$ cat src/srs_params.svh
// constants of the status reporting block: offsets, bit positions, codes
// assumes an 8-bit byte address on the register bus
`ifndef SRS_PARAMS_SVH
`define SRS_PARAMS_SVH
// ==========================================
// register byte offsets
`define SRS_OFF_STB 8'h00
`define SRS_OFF_SRE 8'h04
`define SRS_OFF_ESR 8'h08
`define SRS_OFF_ESE 8'h0c
`define SRS_OFF_PPE 8'h10
`define SRS_OFF_OPER_EVT 8'h14
`define SRS_OFF_OPER_EN 8'h18
`define SRS_OFF_QUES_EVT 8'h1c
`define SRS_OFF_QUES_EN 8'h20
`define SRS_OFF_ERRQ 8'h24
`define SRS_OFF_CMD 8'h28
`define SRS_OFF_SYNC 8'h2c
`define SRS_OFF_ID 8'h30
`define SRS_OFF_BOOL 8'h34
`define SRS_OFF_OPER_COND 8'h38
`define SRS_OFF_QUES_COND 8'h3c
`define SRS_OFF_SERIAL 8'h40
// ==========================================
// status byte and event bit positions
`define SRS_STB_EAV 2
`define SRS_STB_QUES 3
`define SRS_STB_MAV 4
`define SRS_STB_ESB 5
`define SRS_STB_RQS 6
`define SRS_STB_OPER 7
`define SRS_ESR_OPC 0
`define SRS_ERRQ_VALID 16
// ==========================================
// command codes, reset values, replies
`define SRS_CMD_OPC 8'h01
`define SRS_CMD_OPCQ 8'h02
`define SRS_CMD_WAI 8'h03
`define SRS_CMD_CLS 8'h04
`define SRS_RST_BYTE 8'h00
`define SRS_RQS_OFF 8'hbf
`define SRS_OPC_REPLY 8'h01
`define SRS_RESP_OKAY 2'b00
`define SRS_RESP_SLVERR 2'b10
`endif

$ cat src/srs_pkg.sv
// types of the status reporting block
// assumes nothing of its surroundings
package srs_pkg;
  // ==========================================
  // command synchronisation states
  typedef enum logic [2:0] {ST_IDLE, ST_OPC, ST_OPCQ, ST_RPLY, ST_WAI} srs_state_t;
endpackage

$ cat src/srs_subreg.sv
// one status sub-register: condition, rising-edge event latch, enable, summary
// assumes condition inputs synchronous to aclk
`timescale 1ns/1ps
module srs_subreg #(
  parameter int WIDTH = 16
) (
  input wire logic aclk,
  input wire logic aresetn,
  input wire logic ce,
  input wire logic [WIDTH-1:0] cond,
  input wire logic en_we,
  input wire logic [WIDTH-1:0] en_wdata,
  input wire logic [WIDTH-1:0] en_wmask,
  input wire logic evt_rd,
  input wire logic cls,
  output logic [WIDTH-1:0] evt,
  output logic [WIDTH-1:0] en,
  output logic summary
);
  logic [WIDTH-1:0] cond_ff, evt_ff, en_ff, nxt_cond, nxt_evt, nxt_en;
  // ==========================================
  // next values; a new edge wins over a read or clear
  always_comb
  begin
    nxt_cond = cond;
    nxt_evt = evt_ff;
    if (evt_rd || cls)
    begin
      nxt_evt = '0;
    end
    nxt_evt = nxt_evt | (cond & ~cond_ff);
    nxt_en = en_we ? ((en_ff & ~en_wmask) | (en_wdata & en_wmask)) : en_ff;
  end
  // registers
  always_ff @(posedge aclk)
  begin
    if (!aresetn)
    begin
      cond_ff <= '0;
      evt_ff <= '0;
      en_ff <= '0;
    end
    else if (ce)
    begin
      cond_ff <= nxt_cond;
      evt_ff <= nxt_evt;
      en_ff <= nxt_en;
    end
  end
  // outputs
  assign evt = evt_ff;
  assign en = en_ff;
  assign summary = |(evt_ff & en_ff);
endmodule // srs_subreg

$ cat src/srs_errq.sv
// error queue: first in first out, drops new codes when full
// assumes DEPTH is a power of two
`timescale 1ns/1ps
module srs_errq #(
  parameter int DEPTH = 8,
  parameter int WIDTH = 16
) (
  input wire logic aclk,
  input wire logic aresetn,
  input wire logic ce,
  input wire logic push,
  input wire logic [WIDTH-1:0] push_code,
  input wire logic pop,
  input wire logic cls,
  output logic [WIDTH-1:0] head,
  output logic not_empty
);
  localparam int AW = $clog2(DEPTH);
  logic [WIDTH-1:0] mem_ff [DEPTH];
  logic [AW-1:0] rd_ff, wr_ff, nxt_rd, nxt_wr;
  logic [AW:0] cnt_ff, nxt_cnt;
  logic wr_en;
  // ==========================================
  // pointer update; a push in the clearing cycle is kept
  always_comb
  begin
    nxt_rd = rd_ff;
    nxt_wr = wr_ff;
    nxt_cnt = cnt_ff;
    if (cls)
    begin
      nxt_rd = wr_ff;
      nxt_cnt = '0;
    end
    else if (pop && cnt_ff != '0)
    begin
      nxt_rd = rd_ff + 1'b1;
      nxt_cnt = cnt_ff - 1'b1;
    end
    wr_en = push && (nxt_cnt != (AW+1)'(DEPTH));
    if (wr_en)
    begin
      nxt_wr = wr_ff + 1'b1;
      nxt_cnt = nxt_cnt + 1'b1;
    end
  end
  // pointer registers
  always_ff @(posedge aclk)
  begin
    if (!aresetn)
    begin
      rd_ff <= '0;
      wr_ff <= '0;
      cnt_ff <= '0;
    end
    else if (ce)
    begin
      rd_ff <= nxt_rd;
      wr_ff <= nxt_wr;
      cnt_ff <= nxt_cnt;
    end
  end
  // storage
  always_ff @(posedge aclk)
  begin
    if (ce && wr_en)
    begin
      mem_ff[wr_ff] <= push_code;
    end
  end
  assign head = mem_ff[rd_ff];
  assign not_empty = (cnt_ff != '0);
endmodule // srs_errq

$ cat src/srs_status_top.sv
// status reporting and command synchronisation behind an axi4-lite slave
// assumes the command decoder of the usb test-class transport writes the
// sync commands, and the execution engine reports busy and settled levels
//
// Functional notes
// - opc sets esr bit0 once all done
// - opc query waits for bit0, replies 1
// - wai blocks commands other than cls until everything completes
// - ese bit0 plus sre bit5 give srq
// - status byte gathers summaries, sre masks srq
// - ese masks esr into its summary
// - operation and questionable share one structure
// - ist is ppe-selected status byte bits
// - mav follows the output buffer
// - status registers and error queue readable
// - only the device raises service requests
// - sync commands wait for applied hardware
// - commands arrive over usb test class
// - fixed vendor, product and serial identifiers
// - boolean reads answer 1 for true
//
// Chosen here: the AXI4-Lite slave port and the register addresses.
`timescale 1ns/1ps
`include "srs_params.svh"
module srs_status_top #(
  parameter int ERRQ_DEPTH = 8,
  parameter int ERR_W = 16,
  parameter int COND_W = 16,
  parameter logic [15:0] DEV_VID = 16'h1a2b, // arbitrary value
  parameter logic [15:0] DEV_PID = 16'h3c4d, // arbitrary value
  parameter logic [31:0] DEV_SERIAL = 32'h0000_0001 // arbitrary value
) (
  input wire logic aclk,
  input wire logic aresetn,
  input wire logic ce,
  input wire logic awvalid,
  output logic awready,
  input wire logic [7:0] awaddr,
  input wire logic wvalid,
  output logic wready,
  input wire logic [31:0] wdata,
  input wire logic [3:0] wstrb,
  output logic bvalid,
  input wire logic bready,
  output logic [1:0] bresp,
  input wire logic arvalid,
  output logic arready,
  input wire logic [7:0] araddr,
  output logic rvalid,
  input wire logic rready,
  output logic [31:0] rdata,
  output logic [1:0] rresp,
  input wire logic ops_busy,
  input wire logic hw_settled,
  input wire logic [7:1] esr_evt,
  input wire logic [COND_W-1:0] oper_cond,
  input wire logic [COND_W-1:0] ques_cond,
  input wire logic err_push,
  input wire logic [ERR_W-1:0] err_code,
  input wire logic out_buf_pending,
  output logic cmd_hold,
  output logic reply_valid,
  output logic [7:0] reply_data,
  output logic srq,
  output logic ist
);
  logic aw_ff, w_ff, bvalid_ff, rvalid_ff, nxt_aw, nxt_w, nxt_bvalid, nxt_rvalid;
  logic [7:0] awaddr_ff, nxt_awaddr;
  logic [31:0] wdata_ff, rdata_ff, nxt_wdata, nxt_rdata, wmask, rd_val;
  logic [3:0] wstrb_ff, nxt_wstrb;
  logic [1:0] bresp_ff, rresp_ff, nxt_bresp, nxt_rresp;
  logic [7:0] sre_ff, ese_ff, ppe_ff, esr_ff, nxt_sre, nxt_ese, nxt_ppe, nxt_esr;
  logic bool_ff, nxt_bool, reply_ff, nxt_reply, srq_ff, ist_ff, nxt_srq, nxt_ist;
  logic [7:0] stb;
  logic [COND_W-1:0] oper_evt, oper_en, ques_evt, ques_en;
  logic [ERR_W-1:0] errq_head;
  logic oper_sum, ques_sum, errq_ne, wr_go, rd_go, rd_hit, done, cmd_go, cls_go, opc_set;
  srs_pkg::srs_state_t st_ff, nxt_st;
  // ==========================================
  // axi4-lite handshakes and byte lane mask
  assign awready = ce && !aw_ff;
  assign wready = ce && !w_ff;
  assign arready = ce && !rvalid_ff;
  assign wr_go = ce && aw_ff && w_ff && !bvalid_ff;
  assign rd_go = arvalid && arready;
  genvar gi;
  generate
    for (gi = 0; gi < 4; gi++)
    begin : g_lane
      assign wmask[gi*8 +: 8] = {8{wstrb_ff[gi]}};
    end
  endgenerate
  // write strobes into the register bank
  assign cmd_go = wr_go && awaddr_ff == `SRS_OFF_CMD && wmask[0] && st_ff == srs_pkg::ST_IDLE;
  assign cls_go = wr_go && awaddr_ff == `SRS_OFF_CMD && wmask[0] && wdata_ff[7:0] == `SRS_CMD_CLS;
  assign done = hw_settled && !ops_busy;
  // ==========================================
  // status byte; summaries gathered here
  always_comb
  begin
    stb = `SRS_RST_BYTE;
    stb[`SRS_STB_EAV] = errq_ne;
    stb[`SRS_STB_QUES] = ques_sum;
    stb[`SRS_STB_OPER] = oper_sum;
    stb[`SRS_STB_MAV] = out_buf_pending;
    stb[`SRS_STB_ESB] = |(esr_ff & ese_ff);
    // esb through sre bit5 raises rqs
    stb[`SRS_STB_RQS] = |(stb & sre_ff & `SRS_RQS_OFF);
  end
  // ==========================================
  // axi channel next state and read mux
  always_comb
  begin
    nxt_aw = aw_ff;
    nxt_awaddr = awaddr_ff;
    nxt_w = w_ff;
    nxt_wdata = wdata_ff;
    nxt_wstrb = wstrb_ff;
    nxt_bvalid = bvalid_ff && !bready;
    nxt_bresp = bresp_ff;
    nxt_rvalid = rvalid_ff && !rready;
    nxt_rdata = rdata_ff;
    nxt_rresp = rresp_ff;
    rd_hit = 1'b1;
    if (awvalid && awready)
    begin
      nxt_aw = 1'b1;
      nxt_awaddr = awaddr;
    end
    if (wvalid && wready)
    begin
      nxt_w = 1'b1;
      nxt_wdata = wdata;
      nxt_wstrb = wstrb;
    end
    if (wr_go)
    begin
      nxt_aw = 1'b0;
      nxt_w = 1'b0;
      nxt_bvalid = 1'b1;
      case (awaddr_ff)
        `SRS_OFF_SRE, `SRS_OFF_ESE, `SRS_OFF_PPE, `SRS_OFF_OPER_EN, `SRS_OFF_QUES_EN, `SRS_OFF_BOOL:
          nxt_bresp = `SRS_RESP_OKAY;
        // refused while a sync command is still pending, except cls, which is always taken
        `SRS_OFF_CMD: nxt_bresp = (cmd_go || cls_go) ? `SRS_RESP_OKAY : `SRS_RESP_SLVERR;
        default: nxt_bresp = `SRS_RESP_SLVERR;
      endcase
    end
    case (araddr)
      `SRS_OFF_STB: rd_val = {24'h0, stb};
      `SRS_OFF_SRE: rd_val = {24'h0, sre_ff};
      `SRS_OFF_ESR: rd_val = {24'h0, esr_ff};
      `SRS_OFF_ESE: rd_val = {24'h0, ese_ff};
      `SRS_OFF_PPE: rd_val = {24'h0, ppe_ff};
      `SRS_OFF_OPER_EVT: rd_val = 32'(oper_evt);
      `SRS_OFF_OPER_EN: rd_val = 32'(oper_en);
      `SRS_OFF_QUES_EVT: rd_val = 32'(ques_evt);
      `SRS_OFF_QUES_EN: rd_val = 32'(ques_en);
      `SRS_OFF_OPER_COND: rd_val = 32'(oper_cond);
      `SRS_OFF_QUES_COND: rd_val = 32'(ques_cond);
      `SRS_OFF_ERRQ: rd_val = errq_ne ? 32'({1'b1, errq_head}) : 32'h0; // empty queue reads 0, not a stale slot
      `SRS_OFF_SYNC: rd_val = {29'h0, ops_busy, hw_settled, cmd_hold};
      `SRS_OFF_ID: rd_val = {DEV_PID, DEV_VID};
      `SRS_OFF_SERIAL: rd_val = DEV_SERIAL;
      `SRS_OFF_BOOL: rd_val = {31'h0, bool_ff};
      default:
      begin
        rd_val = 32'h0;
        rd_hit = 1'b0;
      end
    endcase
    if (rd_go)
    begin
      nxt_rvalid = 1'b1;
      nxt_rdata = rd_val;
      nxt_rresp = rd_hit ? `SRS_RESP_OKAY : `SRS_RESP_SLVERR;
    end
  end
  // axi channel registers
  always_ff @(posedge aclk)
  begin
    if (!aresetn)
    begin
      aw_ff <= 1'b0;
      awaddr_ff <= 8'h00;
      w_ff <= 1'b0;
      wdata_ff <= 32'h0;
      wstrb_ff <= 4'h0;
      bvalid_ff <= 1'b0;
      bresp_ff <= `SRS_RESP_OKAY;
      rvalid_ff <= 1'b0;
      rdata_ff <= 32'h0;
      rresp_ff <= `SRS_RESP_OKAY;
    end
    else if (ce)
    begin
      aw_ff <= nxt_aw;
      awaddr_ff <= nxt_awaddr;
      w_ff <= nxt_w;
      wdata_ff <= nxt_wdata;
      wstrb_ff <= nxt_wstrb;
      bvalid_ff <= nxt_bvalid;
      bresp_ff <= nxt_bresp;
      rvalid_ff <= nxt_rvalid;
      rdata_ff <= nxt_rdata;
      rresp_ff <= nxt_rresp;
    end
  end
  assign bvalid = bvalid_ff;
  assign bresp = bresp_ff;
  assign rvalid = rvalid_ff;
  assign rdata = rdata_ff;
  assign rresp = rresp_ff;
  // ==========================================
  // sync command sequencer and mask registers
  always_comb
  begin
    nxt_st = st_ff;
    opc_set = 1'b0;
    case (st_ff)
      srs_pkg::ST_IDLE:
        // commands from the usb test-class decoder
        if (cmd_go)
        begin
          case (wdata_ff[7:0])
            `SRS_CMD_OPC: nxt_st = srs_pkg::ST_OPC;
            `SRS_CMD_OPCQ: nxt_st = srs_pkg::ST_OPCQ;
            `SRS_CMD_WAI: nxt_st = srs_pkg::ST_WAI;
            default: nxt_st = srs_pkg::ST_IDLE;
          endcase
        end
      srs_pkg::ST_OPC:
        if (done)
        begin
          opc_set = 1'b1;
          nxt_st = srs_pkg::ST_IDLE;
        end
      srs_pkg::ST_OPCQ:
        if (done)
        begin
          opc_set = 1'b1;
          nxt_st = srs_pkg::ST_RPLY;
        end
      srs_pkg::ST_RPLY: nxt_st = srs_pkg::ST_IDLE;
      srs_pkg::ST_WAI:
        if (done)
        begin
          nxt_st = srs_pkg::ST_IDLE;
        end
      default: nxt_st = srs_pkg::ST_IDLE;
    endcase
    nxt_reply = (st_ff == srs_pkg::ST_RPLY);
    nxt_sre = (wr_go && awaddr_ff == `SRS_OFF_SRE) ? (sre_ff & ~wmask[7:0]) | (wdata_ff[7:0] & wmask[7:0]) : sre_ff;
    nxt_ese = (wr_go && awaddr_ff == `SRS_OFF_ESE) ? (ese_ff & ~wmask[7:0]) | (wdata_ff[7:0] & wmask[7:0]) : ese_ff;
    nxt_ppe = (wr_go && awaddr_ff == `SRS_OFF_PPE) ? (ppe_ff & ~wmask[7:0]) | (wdata_ff[7:0] & wmask[7:0]) : ppe_ff;
    nxt_bool = (wr_go && awaddr_ff == `SRS_OFF_BOOL && wmask[0]) ? (wdata_ff != 32'h0) : bool_ff;
    // read or clear empties esr; new events win
    nxt_esr = (cls_go || (rd_go && araddr == `SRS_OFF_ESR)) ? 8'h00 : esr_ff;
    nxt_esr = nxt_esr | {esr_evt, opc_set};
    // service request from own state only
    nxt_srq = stb[`SRS_STB_RQS];
    nxt_ist = |(stb & ppe_ff);
  end
  // sequencer registers
  always_ff @(posedge aclk)
  begin
    if (!aresetn)
    begin
      st_ff <= srs_pkg::ST_IDLE;
      reply_ff <= 1'b0;
      sre_ff <= `SRS_RST_BYTE;
      ese_ff <= `SRS_RST_BYTE;
      ppe_ff <= `SRS_RST_BYTE;
      esr_ff <= `SRS_RST_BYTE;
      bool_ff <= 1'b0;
      srq_ff <= 1'b0;
      ist_ff <= 1'b0;
    end
    else if (ce)
    begin
      st_ff <= nxt_st;
      reply_ff <= nxt_reply;
      sre_ff <= nxt_sre;
      ese_ff <= nxt_ese;
      ppe_ff <= nxt_ppe;
      esr_ff <= nxt_esr;
      bool_ff <= nxt_bool;
      srq_ff <= nxt_srq;
      ist_ff <= nxt_ist;
    end
  end
  assign cmd_hold = (st_ff != srs_pkg::ST_IDLE);
  assign reply_valid = reply_ff;
  assign reply_data = `SRS_OPC_REPLY;
  assign srq = srq_ff;
  assign ist = ist_ff;
  // ==========================================
  // operation and questionable sub-registers, error queue
  srs_subreg #(.WIDTH(COND_W)) u_oper (.aclk(aclk), .aresetn(aresetn), .ce(ce), .cond(oper_cond),
    .en_we(wr_go && awaddr_ff == `SRS_OFF_OPER_EN), .en_wdata(wdata_ff[COND_W-1:0]),
    .en_wmask(wmask[COND_W-1:0]), .evt_rd(rd_go && araddr == `SRS_OFF_OPER_EVT), .cls(cls_go),
    .evt(oper_evt), .en(oper_en), .summary(oper_sum));
  srs_subreg #(.WIDTH(COND_W)) u_ques (.aclk(aclk), .aresetn(aresetn), .ce(ce), .cond(ques_cond),
    .en_we(wr_go && awaddr_ff == `SRS_OFF_QUES_EN), .en_wdata(wdata_ff[COND_W-1:0]),
    .en_wmask(wmask[COND_W-1:0]), .evt_rd(rd_go && araddr == `SRS_OFF_QUES_EVT), .cls(cls_go),
    .evt(ques_evt), .en(ques_en), .summary(ques_sum));
  srs_errq #(.DEPTH(ERRQ_DEPTH), .WIDTH(ERR_W)) u_errq (.aclk(aclk), .aresetn(aresetn), .ce(ce),
    .push(err_push), .push_code(err_code), .pop(rd_go && araddr == `SRS_OFF_ERRQ), .cls(cls_go),
    .head(errq_head), .not_empty(errq_ne));
endmodule // srs_status_top

$ cat config.mk
export PLATFORM = sky130hd
export DESIGN_NAME = srs_status_top
export DESIGN_NICKNAME = d
export VERILOG_FILES = /design/src/srs_pkg.sv /design/src/srs_subreg.sv /design/src/srs_errq.sv /design/src/srs_status_top.sv
export VERILOG_INCLUDE_DIRS = /design/src
export SDC_FILE = /design/constraint.sdc
export NUM_CORES = 1
export LEC_CHECK = 0
export ABC_AREA = 1
export BUFFER_PORTS_ARGS = -buffer_cell sky130_fd_sc_hd__buf_4
export CORE_MARGIN = 2
export CORE_UTILIZATION = 53
export CTS_CLUSTER_DIAMETER = 30
export DETAILED_ROUTE_END_ITERATION = 12
export HOLD_SLACK_MARGIN = 0.08
export PLACE_DENSITY = 0.75
export SKIP_CTS_REPAIR_TIMING = 1
export SLEW_MARGIN = 20
export SYNTH_ARGS = -nofsm -noshare
export SYNTH_HDL_FRONTEND = slang
export SYNTH_HIERARCHICAL = 1
export SYNTH_SLANG_ARGS = --single-unit
$ cat constraint.sdc
create_clock -name aclk -period 3.4 [get_ports aclk]
set_input_delay 0.34 -clock aclk [delete_from_list [all_inputs] [get_ports aclk]]
set_output_delay 0.34 -clock aclk [all_outputs]
set_load 0.01 [all_outputs]
==> results of run 1 <==
-- cell usage in the layout (no fill, tap or decap), drive strengths merged, types with 7 or more instances in the layout --
cell type and count:
a211oi 8, inv 118, o22ai 16, conb 18, dfxtp 214, edfxtp 128
clkinv 22, bufinv 7, o21ai 133, nor2 230, clkinvlp 12, nor3 8
or2 32, buf 182, nand4 19, dlygate4sd3 32, clkbuf 78, a21oi 203
a31oi 20, nand2 548, nand3 131
-- worst max-delay path by stage --
stage,end,slack (ns)
global placement,u_errq/mem_ff[5][8],0.23
floorplan,u_errq/mem_ff[1][0],-0.13
detailed placement,u_errq/mem_ff[7][8],0.11
finish,u_errq/mem_ff[5][3],0.30
CTS,u_errq/mem_ff[5][3],0.35
global route,u_errq/mem_ff[4][3],0.11
-- synth_stat cells (all sizes together) --
cell type	instances
buf	60
nand4	19
or2	32
o22ai	16
inv	110
a41oi	1
nand3b	2
nor3b	1
nor3	8
xor2	1
edfxtp	128
o211ai	1
nor4	5
ha	5
a22o	1
a221oi	1
dfxtp	214
nand3	131
o31ai	2
o21ai	133
conb	2
clkbuf	47
nor2	230
a31oi	20
nand2	548
xnor2	1
a21oi	203
a211oi	8
-- layer usage --
metal  up-vias  wire length, um
li1       6815                -
met5         -                0
met4         0             1440
met1      6746            18800
met2       712            21900
met3       108             3840
-- through the flow --
stage               power (W)  cell area (um^2)
floorplan             0.00493             15500
global placement      0.00522             16800
detailed placement    0.00524             16800
CTS                    0.0120             19200
global route           0.0123             19500
finish                 0.0119             19500
-- report_power, final --
part	internal, W	leakage, nW	switching [W]
Sequential	0.00438	2.90	0.0000988
Combinational	0.000281	3.83	0.000456
Clock	0.00439	1.12	0.00232
-- area by class of cell --
| cell class | count | area share [%] |
|---|---|---|
| tap | 384 | 2.46 |
| inverter | 110 | 2.13 |
| multi-input combinational | 1387 | 32.8 |
| timing repair buffer | 214 | 8.84 |
| clock buffer | 78 | 9.18 |
| clock inverter | 49 | 2.90 |
| sequential | 342 | 41.7 |
-- worst max-delay path, delay by kind of cell, from the launching register on --
family / cells / cell delay (ns)
simple gates: 10 / 1.42
buf+inv: 5 / 0.89
flops: 1 / 0.36
fa+ha+maj: 1 / 0.17
-- cells by family after synthesis --
family                     after synthesis  synth area share, %
and+or+nand+nor                        976                 27.1
DFF                                    342                 52.5
adders and majority gates                5                0.404
buffers and inverters                  217                 6.65
AOI/OAI and AO/OA                      386                 13.2
other                                    2               0.0485
xor gates and xnor gates                 2                0.113
==> flow_summary.ini, run 1 <==
[critical_path]
setup.worst_path.start_class = flip-flop
worstPathMaxFanout = 16
cp_peak_stage_delay_ns = 0.39
cell_with_the_most_instances_on_the_worst_path = sky130_fd_sc_hd__nand2_1
timing.reg2reg.setup_slack_ns = 0.30
setup.worst_path.class = reg2reg
reg2reg_depth = 16
critPathArrivalTime_ns = 3.39
worst_r2r_endpoint = u_errq/mem_ff[5][3]
endpoint_kind = flip-flop
cell_chain_of_the_critical_path = inv_1 -> nand2_1 -> nor3_1 -> nand3b_4 -> inv_1 -> inv_2 -> nand3_1 -> ha_1 -> nand2_1 -> inv_2 -> nand3_4 -> nand2_4 -> nor2_8 -> nand2_1 -> nor2_1 -> buf_4
cpMaxStageDelayCell = sky130_fd_sc_hd__nor3_1
worstSetupStartpoint = wdata_ff[0]
r2r_start = wdata_ff[0]
timing.critical_path.required_ns = 3.69

[final_layout]
final_layout_size_suffix_gt1_share_pct = 17.1
diode_count = 0
combined_flip_flop_and_latch_cell_area_um2 = 8130
finalNetCount = 2248
multi_input_comb_area_um2 = 6390
nFillCells = 2253
final_core_util_pct = 67.9
final-instance-count-excl-fill = 2564
area_delta_synth_final_pct = 25.9

[floorplanning]
floorplan.core_area_um2 = 28700
top_level_ports = 172
die_span_x_um = 175
std_cell_rows = 62
initial_utilization_pct = 54.0
chipHeight_um = 175
die-area_um2 = 30600

[cts]
worst_setup_hold_path_clk_slew_ns = 0.05
ctsLongestPathBuffers = 3
clk_latency_ns = 0.57
cts_max_level = 3
tritoncts_clock_tree = built
cts_sinks = 342
cts_inserted_buffers = 69
clockRootBuffer = sky130_fd_sc_hd__clkbuf_16

[hold_path]
min_delay_path_depth = 4
min-delay-start = rready
holdCritPathClass = in2reg
timing.hold.worst_endpoint = rvalid

[routing]
route.detailed.vias_per_inst = 5.61
drt-initial-drc-count = 1520
detail_route.first_pass.iterations = 8
drtAntennaViolNets = 0
routed_wirelength_mm = 46.1
drc = 0
vias = 14381
routed_wire_length_per_instance_um = 18.0

[sta]
tightestPinTransition_ns = 1.12
hold_ws_ns = 0.0524
postLayoutSetupSlackWorst_ns = 0.299
unrepaired_setup_endpoints_after_global_routing = no
maxSlewViolCount = 0
setup_violations = 0
max_freq_mhz = 322
final-hold-violation-count = 0
fin_tns_setup_ns = 0
finalWorstPathRequiredPeriod_ns = 3.10
clock-skew-final_ns = 0.0221
final_min_period_over_clock_period_pct = 91.2
maxSlewHeadroom_pct = 25.5

[logic_synthesis]
yosys-top-cells-area = sky130_fd_sc_hd__dfxtp_1 28%, sky130_fd_sc_hd__edfxtp_1 25%, sky130_fd_sc_hd__nand2_1 13%, sky130_fd_sc_hd__a21oi_1 6.4%, sky130_fd_sc_hd__nor2_1 5.1%
post_synth_inst_count = 1930
yosys.cell_types.count = 46
synth_top_area_cell = sky130_fd_sc_hd__dfxtp_1
synth_top_area_share_pct = 27.7
syn_area_um2 = 15500
synth-seq-area-share_pct = 52.5
syn_avg_cell_area_um2 = 8.02
synth_register_bits = 342
ys_warn_count = 6

[power_and_ir_drop]
power.leakage_nw = 7.85
power_density_nw_per_um2 = 612
power.ir.vdd_worst_uv = 619

[placement]
place_hpwl_mm = 31.0
gp_congestion = 0.947
post-place-ws_ns = 0.111
dpl.cell_count = 2405
io_buffers = 151

[run]
max-cap-violations = 0

[global_route]
grt_pass1_vias = 13419
grtUsageMet2_pct = 48.1
grt_max_degree = 64
grt_antenna_before_repair = 0
first_pass_grt_wire_length_mm = 70.7
gr-usage-met3_pct = 5.09
globalRouteTotalUtil_pct = 29.4
busiest_layer = met2
globalRouteMet1Util_pct = 39.0
grt_remaining_overflow = 0

[status]
result_of_the_run = finished clean
No activity file was read; power rests on OpenSTA's default activity.
==> inputs of run 2 (changes only) <==
--- a/config.mk
+++ b/config.mk
@@ -10,6 +10,7 @@
 export BUFFER_PORTS_ARGS = -buffer_cell sky130_fd_sc_hd__buf_4
 export CORE_MARGIN = 2
 export CORE_UTILIZATION = 53
+export CTS_BUF_LIST = sky130_fd_sc_hd__clkbuf_2
 export CTS_CLUSTER_DIAMETER = 30
 export DETAILED_ROUTE_END_ITERATION = 12
 export HOLD_SLACK_MARGIN = 0.08
==> constraint.sdc (replaced) <==
create_clock -name aclk -period 3.4 [get_ports aclk]
set_input_delay 0.51 -clock aclk [delete_from_list [all_inputs] [get_ports aclk]]
set_output_delay 0.51 -clock aclk [all_outputs]
set_load 0.01 [all_outputs]
==> flow_summary.ini, run 2 (same netlist as run 1, synthesis figures left out) <==
[status]
result_of_the_run = finished clean

[floorplanning]
floorplan.core_area_um2 = 28700
std_cell_rows = 62
top_level_ports = 172
chipHeight_um = 175
initial_utilization_pct = 54.0
die-area_um2 = 30600
die_span_x_um = 175

[run]
max-cap-violations = 0

[sta]
maxSlewHeadroom_pct = 24.4
final_min_period_over_clock_period_pct = 90.1
final-hold-violation-count = 0
setup_violations = 0
finalWorstPathRequiredPeriod_ns = 3.06
tightestPinTransition_ns = 1.13
maxSlewViolCount = 0
hold_ws_ns = 0.0924
clock-skew-final_ns = 0.131
postLayoutSetupSlackWorst_ns = 0.337
unrepaired_setup_endpoints_after_global_routing = no
max_freq_mhz = 327

[routing]
routed_wire_length_per_instance_um = 17.7
vias = 15005
route.detailed.vias_per_inst = 5.56
routed_wirelength_mm = 47.8
detail_route.first_pass.iterations = 6
drtAntennaViolNets = 0
drc = 0
drt-initial-drc-count = 1689

[critical_path]
critPathArrivalTime_ns = 3.70
setup.worst_path.class = reg2reg
worstSetupStartpoint = wdata_ff[0]
timing.critical_path.required_ns = 4.04
worst_r2r_endpoint = u_errq/mem_ff[1][3]
worst_setup_path_endpoint = u_errq/mem_ff[1][3]
setup.worst_path.start_class = flip-flop
reg2reg_depth = 16
r2r_start = wdata_ff[0]
endpoint_kind = flip-flop
timing.reg2reg.setup_slack_ns = 0.34
worstPathMaxFanout = 16

[cts]
cts_max_level = 3
ctsLongestPathBuffers = 3
tritoncts_clock_tree = built
clk_latency_ns = 0.99
worst_setup_hold_path_clk_slew_ns = 0.10
cts_inserted_buffers = 90
clockRootBuffer = sky130_fd_sc_hd__clkbuf_2
cts_sinks = 342

[placement]
place_hpwl_mm = 31.4
post-place-ws_ns = 0.140
io_buffers = 151
gp_congestion = 0.948

[final_layout]
mostFrequentLayoutCell = sky130_fd_sc_hd__nand2_1
finalNetCount = 2368
area_delta_synth_final_pct = 23.2
final_layout_size_suffix_gt1_share_pct = 17.6
layout.cells.most_common_list = 541 x sky130_fd_sc_hd__nand2_1, 213 x sky130_fd_sc_hd__dfxtp_1, 204 x sky130_fd_sc_hd__nor2_1

[power_and_ir_drop]
power_density_nw_per_um2 = 433
power.leakage_nw = 7.77
power.ir.vdd_worst_uv = 299

[global_route]
grt_pass1_vias = 13287
grt_max_degree = 65
first_pass_grt_wire_length_mm = 69.8
grt_antenna_before_repair = 2
grt_remaining_overflow = 0
globalRouteTotalUtil_pct = 29.0

[hold_path]
holdCritPathClass = in2reg
run 2: worst max-delay path, cell delays in order, from the launching register on:
cell and delay [ns]:
sky130_fd_sc_hd__dfxtp_1 0.37, sky130_fd_sc_hd__inv_1 0.17, sky130_fd_sc_hd__nand2_1 0.09, sky130_fd_sc_hd__nor3_1 0.44, sky130_fd_sc_hd__nand3b_4 0.19, sky130_fd_sc_hd__inv_1 0.22, sky130_fd_sc_hd__inv_2 0.15, sky130_fd_sc_hd__nand3_1 0.18
sky130_fd_sc_hd__ha_1 0.17, sky130_fd_sc_hd__nand2_1 0.07, sky130_fd_sc_hd__inv_2 0.07, sky130_fd_sc_hd__nand3_4 0.07, sky130_fd_sc_hd__nand2_4 0.12, sky130_fd_sc_hd__nor2_8 0.05, sky130_fd_sc_hd__nand2_1 0.19, sky130_fd_sc_hd__nor2_2 0.08
sky130_fd_sc_hd__buf_12 0.16
run 2: cell type report:
| class | count | area [um^2] |
|---|---|---|
| antenna | 2 | 5.00 |
| inverter | 110 | 415 |
| clock buffer | 125 | 626 |
| timing repair buffer | 313 | 2780 |
| clock inverter | 36 | 236 |
| tap | 384 | 480 |
| fill | 2380 | 9620 |
| sequential | 342 | 8130 |
| multi-input combinational | 1387 | 6420 |
run 2: power by group:
part,switching [W],internal (W)
clock network,0.00177,0.00119
logic,0.000484,0.000352
registers,0.000105,0.00436
run 2: worst min-delay path by stage:
| stage | from | endpoint | slack (ns) | cells after the start |
|---|---|---|---|---|
| after global routing | wvalid | w_ff | 0.07 | 3 |
| after floorplan | wdata_ff[31] | wdata_ff[31] | 0.42 | 2 |
| after CTS | err_code[5] | u_errq/mem_ff[5][5] | -0.26 | 1 |
| final | wvalid | w_ff | 0.09 | 3 |
| after global placement | wdata_ff[31] | wdata_ff[31] | 0.44 | 2 |
| after detailed placement | wdata_ff[31] | wdata_ff[31] | 0.44 | 2 |
run 2: per-layer routing:
metal | global-route usage, % | wire (um) | vias to the layer above
met5 | 0 | 0 | -
met4 | 10.9 | 1830 | 0
met3 | 5.81 | 4330 | 151
met2 | 46.2 | 22300 | 801
met1 | 39.4 | 19400 | 6989
li1 | - | - | 7064
run 2: metrics by stage:
stage               cells  utilization [%]  power, W  cell area [um^2]  setup TNS [ns]
global route         2699             66.5   0.00861             19100               0
finish               2699             66.5   0.00827             19100               0
CTS                  2567             61.9   0.00814             17800               0
floorplan            1946                -   0.00494             15600           -8.97
detailed placement   2406             58.9   0.00525             16900               0
global placement     2406             58.9   0.00523             16900               0
